$ cat src/hdl/ipdp_pkg.sv
// shared constants and types for the interrupt pacing, dma pointer and power-down registers
`default_nettype none
package ipdp_pkg;
  localparam int ADDR_W = 10;
  localparam logic [9:0] OFF_PACE = 10'h340;
  localparam logic [9:0] OFF_DMA = 10'h344;
  localparam logic [9:0] OFF_PWR = 10'h354;

  localparam int SPACE_HI = 31;
  localparam int SPACE_LO = 24;
  localparam int WIDTH_HI = 15;
  localparam int WIDTH_LO = 0;
  localparam int DMA_HI = 15;
  localparam int DMA_LO = 0;
  localparam int CNT_HI = 31;
  localparam int CNT_LO = 16;

  localparam int UFRAME_US = 125;
  localparam logic [31:0] PACE_RST = 32'h0000_000F;
  localparam logic [31:0] DMA_RST = 32'h0000_0000;
  localparam logic [31:0] PWR_RST = 32'h03E8_1BA0;
  localparam logic [15:0] CNT_RST16 = 16'h17E8;
  localparam logic [15:0] CNT_FIX16 = 16'h1400;

  // power-down control, low half
  typedef struct packed {
    logic [2:0] rsvd_15_13;
    logic third_port_pulldown;
    logic second_port_pulldown;
    logic battery_detector_power;
    logic [3:0] rsvd_9_6;
    logic bias_circuit_enable;
    logic regulator_keep_on;
    logic third_overcurrent_power;
    logic second_overcurrent_power;
    logic first_overcurrent_power;
    logic controller_clock_gate;
  } ipdp_pwr_s;

  typedef enum logic [1:0] {
    ST_IDLE = 2'b00,
    ST_PULSE = 2'b01,
    ST_GAP = 2'b11
  } ipdp_state_e;
endpackage
`default_nettype wire

$ cat src/hdl/ipdp_regs.sv
// edge interrupt pacing, dma start pointer and power-down control registers
`timescale 1ns/1ns
`default_nettype none
//
// Contract
// - edge mode: successive pulses at least programmed microframes apart, field bits 31:24
// - spacing zero: no gap; events arriving during a pulse merge into one pulse that follows it
// - level mode: spacing setting has no effect
// - edge pulse lasts exactly the programmed cycles, field bits 15:0
// - reset: pulse width 15, spacing 0
// - dma start register low 16 bits give the dma memory start address
// - dma start register is write-only, reset zero, upper half reserved
// - power-down control read/write at 0354h, counter in upper half, gating bits
// - pacing register read/write at 0340h, all bits accessible
// - clock-off counter sets awake time after wake-up; zero disables wake-up
// - 16-bit bus: counter defaults 17E8h, any write fixes it at 1400h
// - port pull-down bit 1 connects, 0 disconnects the resistors
// - battery detector bit 0 keeps it powered in suspend, 1 powers down
module ipdp_regs (
  // clock, reset and 16-bit bus mode
  input wire logic clk_i,
  input wire logic rst_i,
  input wire logic bus16_mode_i,
  // processor bus
  input wire logic [ipdp_pkg::ADDR_W-1:0] bus_addr_i,
  input wire logic bus_wr_i,
  input wire logic bus_rd_i,
  input wire logic [31:0] bus_wdata_i,
  output logic [31:0] bus_rdata_o,
  // interrupt shaping
  input wire logic edge_mode_i,
  input wire logic irq_event_i,
  input wire logic irq_level_i,
  input wire logic uframe_tick_i,
  output logic irq_o,
  // dma and power control
  output logic [15:0] dma_start_addr_o,
  output logic [15:0] clk_off_count_o,
  output logic wake_enable_o,
  output logic third_port_pulldown_o,
  output logic second_port_pulldown_o,
  output logic battery_detector_power_o,
  output logic bias_circuit_enable_o,
  output logic regulator_keep_on_o,
  output logic third_overcurrent_power_o,
  output logic second_overcurrent_power_o,
  output logic first_overcurrent_power_o,
  output logic controller_clock_gate_o
);
  logic [31:0] pace_r;
  // only the meaningful low half is stored; the reserved upper half never reaches logic
  logic [15:0] dma_r;
  logic [15:0] cnt_r;
  ipdp_pkg::ipdp_pwr_s pwr_r;
  logic [31:0] rdata_r;
  ipdp_pkg::ipdp_state_e state_r, state_nxt;
  logic [15:0] width_cnt_r, width_cnt_nxt;
  logic [7:0] gap_cnt_r, gap_cnt_nxt;
  logic pending_r;
  logic pulse_r;

  wire sel_pace = bus_addr_i == ipdp_pkg::OFF_PACE;
  wire sel_dma = bus_addr_i == ipdp_pkg::OFF_DMA;
  wire sel_pwr = bus_addr_i == ipdp_pkg::OFF_PWR;
  wire wr_pace = bus_wr_i && sel_pace;
  wire wr_dma = bus_wr_i && sel_dma;
  wire wr_pwr = bus_wr_i && sel_pwr;
  wire [7:0] min_space = pace_r[ipdp_pkg::SPACE_HI:ipdp_pkg::SPACE_LO];
  wire [15:0] pulse_cycles = pace_r[ipdp_pkg::WIDTH_HI:ipdp_pkg::WIDTH_LO];
  // the dma register is write-only, so it answers reads with zero
  wire [31:0] rd_mux = sel_pace ? pace_r :
                       sel_pwr ? {cnt_r, pwr_r} : 32'h0000_0000;
  wire [15:0] cnt_wr = bus16_mode_i ? ipdp_pkg::CNT_FIX16 :
                       bus_wdata_i[ipdp_pkg::CNT_HI:ipdp_pkg::CNT_LO];
  wire want = pending_r || irq_event_i;
  wire start = edge_mode_i && want && (pulse_cycles != 16'h0000);

  always_ff @(posedge clk_i)
  begin
    if (rst_i)
    begin
      pace_r <= ipdp_pkg::PACE_RST;
      dma_r <= ipdp_pkg::DMA_RST[ipdp_pkg::DMA_HI:ipdp_pkg::DMA_LO];
      pwr_r <= ipdp_pkg::PWR_RST[ipdp_pkg::CNT_LO-1:0];
      cnt_r <= bus16_mode_i ? ipdp_pkg::CNT_RST16 :
               ipdp_pkg::PWR_RST[ipdp_pkg::CNT_HI:ipdp_pkg::CNT_LO];
    end
    else
    begin
      if (wr_pace)
        pace_r <= bus_wdata_i;
      if (wr_dma)
        dma_r <= bus_wdata_i[ipdp_pkg::DMA_HI:ipdp_pkg::DMA_LO];
      if (wr_pwr)
      begin
        pwr_r <= bus_wdata_i[ipdp_pkg::CNT_LO-1:0];
        cnt_r <= cnt_wr;
      end
    end
  end

  always_ff @(posedge clk_i)
  begin
    if (rst_i)
      rdata_r <= 32'h0000_0000;
    else if (bus_rd_i)
      rdata_r <= rd_mux;
  end

  // pulse sequencer: width counts clocks, gap counts microframe ticks after the pulse
  always_comb
  begin
    state_nxt = state_r;
    width_cnt_nxt = width_cnt_r;
    gap_cnt_nxt = gap_cnt_r;
    case (state_r)
      ipdp_pkg::ST_IDLE:
      begin
        if (start)
        begin
          state_nxt = ipdp_pkg::ST_PULSE;
          width_cnt_nxt = pulse_cycles;
        end
      end
      ipdp_pkg::ST_PULSE:
      begin
        width_cnt_nxt = width_cnt_r - 16'h0001;
        if (width_cnt_r == 16'h0001)
        begin
          if (min_space != 8'h00)
          begin
            state_nxt = ipdp_pkg::ST_GAP;
            gap_cnt_nxt = min_space;
          end
          else
            state_nxt = ipdp_pkg::ST_IDLE;
        end
      end
      ipdp_pkg::ST_GAP:
      begin
        if (!edge_mode_i)
          state_nxt = ipdp_pkg::ST_IDLE;
        else if (uframe_tick_i)
        begin
          gap_cnt_nxt = gap_cnt_r - 8'h01;
          if (gap_cnt_r == 8'h01)
            state_nxt = ipdp_pkg::ST_IDLE;
        end
      end
      default:
        state_nxt = ipdp_pkg::ST_IDLE;
    endcase
  end

  always_ff @(posedge clk_i)
  begin
    if (rst_i)
    begin
      state_r <= ipdp_pkg::ST_IDLE;
      width_cnt_r <= 16'h0000;
      gap_cnt_r <= 8'h00;
      pending_r <= 1'b0;
      pulse_r <= 1'b0;
    end
    else
    begin
      state_r <= state_nxt;
      width_cnt_r <= width_cnt_nxt;
      gap_cnt_r <= gap_cnt_nxt;
      pulse_r <= state_nxt == ipdp_pkg::ST_PULSE;
      // an event arriving while a pulse or gap is running is kept, not lost
      if (!edge_mode_i)
        pending_r <= 1'b0;
      else if (state_r == ipdp_pkg::ST_IDLE && start)
        pending_r <= 1'b0;
      else if (irq_event_i && state_r != ipdp_pkg::ST_IDLE)
        pending_r <= 1'b1;
    end
  end

  // level mode bypasses the pacing entirely
  assign irq_o = edge_mode_i ? pulse_r : irq_level_i;
  assign bus_rdata_o = rdata_r;
  assign dma_start_addr_o = dma_r;
  assign clk_off_count_o = cnt_r;
  assign wake_enable_o = cnt_r != 16'h0000;
  assign third_port_pulldown_o = pwr_r.third_port_pulldown;
  assign second_port_pulldown_o = pwr_r.second_port_pulldown;
  assign battery_detector_power_o = pwr_r.battery_detector_power;
  assign bias_circuit_enable_o = pwr_r.bias_circuit_enable;
  assign regulator_keep_on_o = pwr_r.regulator_keep_on;
  assign third_overcurrent_power_o = pwr_r.third_overcurrent_power;
  assign second_overcurrent_power_o = pwr_r.second_overcurrent_power;
  assign first_overcurrent_power_o = pwr_r.first_overcurrent_power;
  assign controller_clock_gate_o = pwr_r.controller_clock_gate;

  // helper: measured high time against the width loaded at pulse start
  logic [15:0] hi_cnt_r;
  logic [15:0] width_at_start_r;
  always_ff @(posedge clk_i)
  begin
    if (rst_i)
    begin
      hi_cnt_r <= 16'h0000;
      width_at_start_r <= 16'h0000;
    end
    else
    begin
      hi_cnt_r <= pulse_r ? hi_cnt_r + 16'h0001 : 16'h0000;
      if (state_r == ipdp_pkg::ST_IDLE && start)
        width_at_start_r <= pulse_cycles;
    end
  end

  property p_width;
    @(posedge clk_i) disable iff (rst_i)
    $fell(pulse_r) |-> hi_cnt_r == width_at_start_r;
  endproperty
  a_width: assert property (p_width) else $error("pulse width mismatch");

  property p_no_gap;
    @(posedge clk_i) disable iff (rst_i)
    (state_r == ipdp_pkg::ST_IDLE && start) |=> irq_o;
  endproperty
  a_no_gap: assert property (p_no_gap) else $error("pulse not started at once");

  property p_gap_quiet;
    @(posedge clk_i) disable iff (rst_i)
    (edge_mode_i && state_r == ipdp_pkg::ST_GAP) |-> !irq_o;
  endproperty
  a_gap_quiet: assert property (p_gap_quiet) else $error("pulse inside spacing gap");

  property p_gap_end;
    @(posedge clk_i) disable iff (rst_i)
    (edge_mode_i && state_r == ipdp_pkg::ST_GAP && uframe_tick_i && gap_cnt_r == 8'h01)
      |=> state_r == ipdp_pkg::ST_IDLE;
  endproperty
  a_gap_end: assert property (p_gap_end) else $error("gap did not end");

  property p_level;
    @(posedge clk_i) disable iff (rst_i)
    !edge_mode_i |-> irq_o == irq_level_i;
  endproperty
  a_level: assert property (p_level) else $error("level mode altered");

  property p_reset;
    @(posedge clk_i)
    rst_i |=> (pace_r == ipdp_pkg::PACE_RST &&
               dma_r == ipdp_pkg::DMA_RST[ipdp_pkg::DMA_HI:ipdp_pkg::DMA_LO]);
  endproperty
  a_reset: assert property (p_reset) else $error("bad reset value");

  property p_dma;
    @(posedge clk_i) disable iff (rst_i)
    wr_dma |=> dma_start_addr_o == $past(bus_wdata_i[ipdp_pkg::DMA_HI:ipdp_pkg::DMA_LO]);
  endproperty
  a_dma: assert property (p_dma) else $error("dma address not taken");

  property p_wo;
    @(posedge clk_i) disable iff (rst_i)
    (bus_rd_i && sel_dma) |=> bus_rdata_o == 32'h0000_0000;
  endproperty
  a_wo: assert property (p_wo) else $error("write-only register read back");

  property p_fix16;
    @(posedge clk_i) disable iff (rst_i)
    (wr_pwr && bus16_mode_i) |=> clk_off_count_o == ipdp_pkg::CNT_FIX16;
  endproperty
  a_fix16: assert property (p_fix16) else $error("counter not fixed in 16-bit mode");

  property p_pend;
    @(posedge clk_i) disable iff (rst_i)
    (edge_mode_i && irq_event_i && state_r != ipdp_pkg::ST_IDLE) |=> pending_r;
  endproperty
  a_pend: assert property (p_pend) else $error("event lost during pulse");

  property p_pace_rw;
    @(posedge clk_i) disable iff (rst_i)
    wr_pace ##1 !bus_wr_i ##1 (bus_rd_i && sel_pace && !bus_wr_i)
      |=> bus_rdata_o == $past(bus_wdata_i, 3);
  endproperty
  a_pace_rw: assert property (p_pace_rw) else $error("pacing read-back wrong");

  c_pulse: cover property (@(posedge clk_i) disable iff (rst_i) $fell(pulse_r));
  c_gap: cover property (@(posedge clk_i) disable iff (rst_i)
    state_r == ipdp_pkg::ST_GAP ##1 state_r == ipdp_pkg::ST_IDLE);
  c_pend: cover property (@(posedge clk_i) disable iff (rst_i) pending_r && start);
endmodule // ipdp_regs
`default_nettype wire

$ cat config.mk
export PLATFORM = sky130hd
export DESIGN_NAME = ipdp_regs
export DESIGN_NICKNAME = d
export VERILOG_FILES = /design/src/hdl/ipdp_pkg.sv /design/src/hdl/ipdp_regs.sv
export SDC_FILE = /design/constraint.sdc
export NUM_CORES = 1
export LEC_CHECK = 0
export BUFFER_PORTS_ARGS = -buffer_cell sky130_fd_sc_hd__buf_2
export CAP_MARGIN = 30
export CORE_MARGIN = 3
export CORE_UTILIZATION = 35
export CTS_BUF_LIST = sky130_fd_sc_hd__clkbuf_16
export DETAILED_ROUTE_END_ITERATION = 8
export HOLD_SLACK_MARGIN = 0.03
export SLEW_MARGIN = 20
export SYNTH_ARGS = -nofsm -noshare
export SYNTH_HDL_FRONTEND = slang
export SYNTH_SLANG_ARGS = --single-unit
$ cat constraint.sdc
create_clock -name clk_i -period 1.79 [get_ports clk_i]
set_input_delay 0.0895 -clock clk_i [delete_from_list [all_inputs] [get_ports clk_i]]
set_output_delay 0.0895 -clock clk_i [all_outputs]
set_load 0.005 [all_outputs]
## Word level (Yosys, flattened, before mapping)

Cells that the tools add are included.

- Flip-flop bits (word level): 140
- Bits in latches: 0
- Memory bits (writable): 0
- Bits in read-only memories: 0
- Bits of input ports: 51
- Output and inout bits: 75
- Word-level logic and storage cells: 76
- Memories: 0

- $add $sub $neg: 2
- $mul: 0
- Divide/modulo/power cells: 0
- $lt $le $gt $ge: 0
- Equal/unequal tests: 13
- Shift operators: 0
- Multiplexer cells: 21
- Bitwise logic cells: 1
- Reductions and logical operators: 19

Operator list:

| kind | number |
|---|---|
| 16-bit 2-to-1 mux | 4 |
| 32-bit 2-to-1 mux | 2 |
| 8-bit 2-to-1 mux | 4 |
| 16-bit case mux with 2 select lines | 1 |
| 16-bit nonzero test | 2 |
| 10-bit == test, second input constant | 3 |
| 16-bit by 1-bit == test with 1-bit output, second input constant | 1 |
| 8-bit case mux with 2 select lines | 1 |
| 16-bit by 1-bit subtractor with 16-bit output, second input constant | 1 |
| 13-bit 2-to-1 mux | 1 |
| 2-bit 2-to-1 mux | 6 |
| 2-bit inequality test, second input constant | 5 |
| 8-bit by 1-bit == test with 1-bit output, second input constant | 1 |
| 2-bit nonzero test | 4 |
| 8-bit nonzero test | 1 |
| 8-bit by 1-bit subtractor with 8-bit output, second input constant | 1 |
| 1-bit logical AND | 7 |
| 2-bit case mux with 3 select lines | 1 |
| 5-bit AND reduction | 1 |
| 2-bit by 1-bit == test with 1-bit output, second input constant | 2 |
| 3-bit OR reduction | 1 |
| 2-bit == test, second input constant | 1 |
| 2-bit zero test | 1 |
| 2-bit AND reduction | 1 |
| 3 further kinds | 3 |

## Logic depth before layout (Yosys ltp)

- Depth in word-level cells: 6
- Mapped depth: 7
- Mapped depth without buffers: 6

## Worst setup path before layout

OpenSTA, ideal clock, no wires.

- Kind: in2reg
- Start point: in bus_addr_i[3] (netlist name)
- End point: reg cnt_r[0] (netlist: clk_off_count_o[0]), enable pin
- Setup time: 0.372 ns
- Arrival time: 1.301 ns
- Required time: 1.418 ns
- Setup slack: 0.117 ns
- Cell stages on the path: 6
- Buffers on the path: 2
- Cell sequence: nor4b_4 > and4_1 > buf_4 > buf_8 > nand2_4 > nand2_1

- Cells in the longest elaborated chain, start to end: 3

Ends and longest elaborated chain:

| item | RTL line | text |
|---|---|---|
| from (decl) | ipdp_regs.sv:25 | `input wire logic [ipdp_pkg::ADDR_W-1:0] bus_addr_i,` |
| 10-bit == test | ipdp_regs.sv:64 | `wire sel_pwr = bus_addr_i == ipdp_pkg::OFF_PWR;` |
| 1-bit logical AND | ipdp_regs.sv:67 | `wire wr_pwr = bus_wr_i && sel_pwr;` |
| 2-bit nonzero test (no line) | - |  |
| to (signal assigned) | ipdp_regs.sv:85 | `cnt_r <= bus16_mode_i ? ipdp_pkg::CNT_RST16 :` |
| to (signal assigned) | ipdp_regs.sv:97 | `cnt_r <= cnt_wr;` |
| to (decl) | ipdp_regs.sv:53 | `logic [15:0] cnt_r;` |

No other way between the ends.
A chain may end at the register's enable or synchronous reset.

## Worst setup path in the final report

- Start point: reg state_r[0]
- End point: reg state_r[0]

- Cells in the longest elaborated chain, start to end: 4
- Elaborated cells on any way between the ends: 9
- Classes of those cells: 2 x eq/ne; 6 x mux; 1 x reduce/logical

Ends and longest elaborated chain:

| item | RTL line | text |
|---|---|---|
| from (decl) | ipdp_regs.sv:56 | `ipdp_pkg::ipdp_state_e state_r, state_nxt;` |
| from (signal assigned) | ipdp_regs.sv:159 | `state_r <= ipdp_pkg::ST_IDLE;` |
| from (signal assigned) | ipdp_regs.sv:167 | `state_r <= state_nxt;` |
| 2-bit 2-to-1 mux | ipdp_regs.sv:146 | `if (gap_cnt_r == 8'h01)` |
| 2-bit 2-to-1 mux | ipdp_regs.sv:143 | `else if (uframe_tick_i)` |
| 2-bit 2-to-1 mux | ipdp_regs.sv:141 | `if (!edge_mode_i)` |
| 2-bit case mux with 3 select lines (*) | ipdp_regs.sv:116 | `case (state_r)` |

Mark *: on every way between the ends. The rest lies on a longest branch, timed or not.

==> flow_summary_export.csv <==
group,metric,value,unit
status,status,"finished clean",
global_routing,grt_use_met3,0.0381,
clocking,cts_made_buffers,17,
synthesis,synth_simple_gate_area_share,0.218,
synthesis,synth_top_family_by_area,"compound AO/OA/AOI/OAI gates",
worst_setup_path,start_kind,"register",
synthesis,synth_enable_flop_cells,16,
synthesis,synth-seq-cells,140,
synthesis,ys_types,73,
clocking,path_clk_slew,0.07,ns
global_routing,antenna_found_initial,0,
power_and_ir_drop,power,0.00779,W
floorplan,die_height,141,um
timing,tns,0,ns
global_routing,met2_usage,0.327,
clocking,clockBufferDepth,2,
final_layout,antenna_cells,0,
timing,fin_crit_sh,0.948,
floorplan,dieArea,0.0200,sq mm
final_layout,fin_area,0.00852,sq mm
synthesis,synth_top_area_cell,"dfxtp_1",
timing,finClkSkew,0.0107,ns
worst_hold_path,hold_path_class,"primary input to register",
synthesis,synth_area_leaders,"dfxtp_1 (39%), edfxtp_1 (7.5%), a21oi_1 (4.3%)",
worst_setup_path,worst_setup_path_end_kind,"register",
route,antenna_left,0,
route,wl,20300,um
placed_design,gp_congestion,0.906,
run,drv_cap,0,
route,drt_iter0_drc,540,
clocking,post_cts_buffers,0,
synthesis,yosys_warnings,0,
synthesis,yosysSeqAreaShare,0.462,
clocking,ctsHtreeMaxLevel,4,
floorplan,io_pins,126,
global_routing,grt.busiest_layer,"met2",
global_routing,first_global_vias,5919,
final_layout,final_nets,945,
clocking,insertion_delay,0.43,ns
final_layout,nFillCells,1653,
worst_setup_path,r2r_cells,4,
worst_setup_path,cp.arrival,2.03,ns
worst_setup_path,path_max_fanout,10,
worst_hold_path,hold_depth,3,
timing,clock.fmax,589,MHz
synthesis,synth_compound_area_frac,0.225,
final_layout,final_cell_mix,"buf_2 (124), dfxtp_1 (123), nor2_1 (66), nand2_1 (61), buf_4 (61)",
worst_setup_path,crit_required,2.13,ns
route,wl_per_cell,18.0,um
timing,hold_viol,0,
synthesis,avgSynthCellArea,9.05,sq um
synthesis,synth_top_area_share,0.387,
global_routing,overflow,0,
placed_design,dp_hpwl,14500,um
global_routing,grt_max_degree,47,
synthesis,synthCells,708,
floorplan,rows,48,
synthesis,synth_nets,763,
clocking,cts_root_buffer,"clkbuf_16",
timing,rsz0062_at_grt,"no",
placed_design,io_buffers,125,
power_and_ir_drop,cellLeakagePower,3.51,nW
synthesis,synthesis.area,0.00641,sq mm
final_layout,layout-drive-gt1-share,0.274,
worst_setup_path,setup.worst_path.class,"register to register",
floorplan,start_util,0.364,
route,first_pass_iters,5,
timing,finalSetupViolCount,0,
timing,final-max-slew-violation-count,0,
final_layout,final_common_cell,"buf_2",
clocking,cts_tree,"done",
synthesis,ys.flop_type,"dfxtp_1",
global_routing,grt_pass1_wl,32800,um
global_routing,grt_use_total,0.205,
global_routing,met1_usage,0.287,
placed_design,place_area,0.00755,sq mm
route,drc,0,
floorplan,chipWidth,141,um
synthesis,synth_mux_area_frac,0.0283,
synthesis,ys_async_sr_fraction,0,
route,routed_via_density,5.50,
final_layout,area_growth,33.0,%
power_and_ir_drop,peakVddDrop,0.000713,V
route,vias,6208,
clocking,clock_sinks,140,
synthesis,synth_xor_area_frac,0.00273,
timing,period_needed,1.70,ns
timing,maxSlewHeadroom,0.629,
power_and_ir_drop,power_density,915,mW/mm^2
floorplan,core_area,0.0176,sq mm
timing,tightest_slew,0.552,ns
synthesis,synthAdderAreaFrac,0.00781,
-- cell usage after synthesis (2+ instances only) --
library cell  number
nand3_1           50
a221oi_1           2
nand2_1           61
buf_4             10
o21ai_0            4
and2_1            12
nor3_4             2
a211oi_1          33
nor4_1            13
buf_1              3
a21o_1            10
xor2_1             2
o311ai_0           2
a31o_1             6
buf_2             14
o211a_1            2
o221ai_1           7
a41oi_1            3
a32oi_1            2
nand2b_1           4
ha_1               4
inv_1             13
a211o_1            7
nor2b_1            4
a22oi_1           35
a31o_2             4
edfxtp_1          16
nor3_1             7
o2bb2ai_1          2
nor2_1            66
o21ai_1            2
a21oi_1           55
and3_1             9
and4bb_2           2
a31oi_1            8
o211ai_1           6
o2111ai_1          3
mux2i_1           17
nand4_1           11
nor4b_1            5
clkbuf_1          32
and4_1             4
dfxtp_1          124
-- kinds of logic after synthesis --
| family | Yosys count |
|---|---|
| simple gates | 265 |
| mux | 18 |
| xor+xnor | 2 |
| buf+inv | 75 |
| flops | 140 |
| compound gates | 204 |
| fa+ha+maj | 4 |
-- layer usage --
layer / vias up / part of all wire
li1: 3014 / -
met1: 2951 / 0.46
met2: 223 / 0.46
met3: 20 / 0.066
met4: 0 / 0.012
met5: - / 0
-- report_power, final --
group          internal (W)  switching, W
clock               0.00208       0.00149
sequential          0.00328     0.0000890
combinational      0.000391      0.000468
-- area by class of cell --
type	count	area (sq um)	share of cell area
Multi-Input combinational cell	493	3120	0.366
Clock buffer	17	425	0.0499
Sequential cell	140	2960	0.348
Timing Repair Buffer	224	1510	0.177
Inverter	14	52.6	0.00617
Tap cell	225	282	0.0330
Clock inverter	15	166	0.0195
-- state kept, by name, summed over array words and instances (netlist names), 2 cells and up --
signal            count
dma_start_addr_o     16
pace_r               32
state_r               2
bus_rdata_o          32
clk_off_count_o      16
pwr_r                 7
width_cnt_r          16
gap_cnt_r             8
-- critical path, stage by stage (launching register included) --
cell	delay (ns)
dfxtp_1	0.37
buf_4	0.19
or3_1	0.55
o211a_1	0.28
a211oi_1	0.22
-- path summary, 6_finish.rpt --
kind / slack (ns) / to / startpoint
setup / recovery: 0.09 / state_r[0]$_SDFF_PP0_ / state_r[0]$_SDFF_PP0_
hold / removal: 0.10 / pace_r[17]$_SDFFE_PP0P_ / bus_wr_i
setup reg to reg: 0.09 / state_r[0]$_SDFF_PP0_ / state_r[0]$_SDFF_PP0_
hold reg to reg: 0.45 / pace_r[22]$_SDFFE_PP0P_ / pace_r[22]$_SDFFE_PP0P_
-- stage by stage --
step | cells | utilization | hold slack, ns | setup slack [ns]
after global routing | 1128 | 0.484 | 0.121 | 0.00554
after detailed placement | 1061 | 0.429 | 0.361 | 0.0459
final | 1128 | 0.484 | 0.101 | 0.0936
after CTS | 1128 | 0.483 | 0.0866 | 0.00825
after global placement | 1061 | 0.429 | 0.358 | 0.0339
after floorplan | 708 | - | 0.224 | 0.117
-- what timing repair did --
action,4_1_cts,5_1_grt
endpoints found under the setup margin,0,29
resized for setup,0,7
hold endpoints to repair,78,0
hold buffers,35,0
Power figures use the tool's default switching activity.
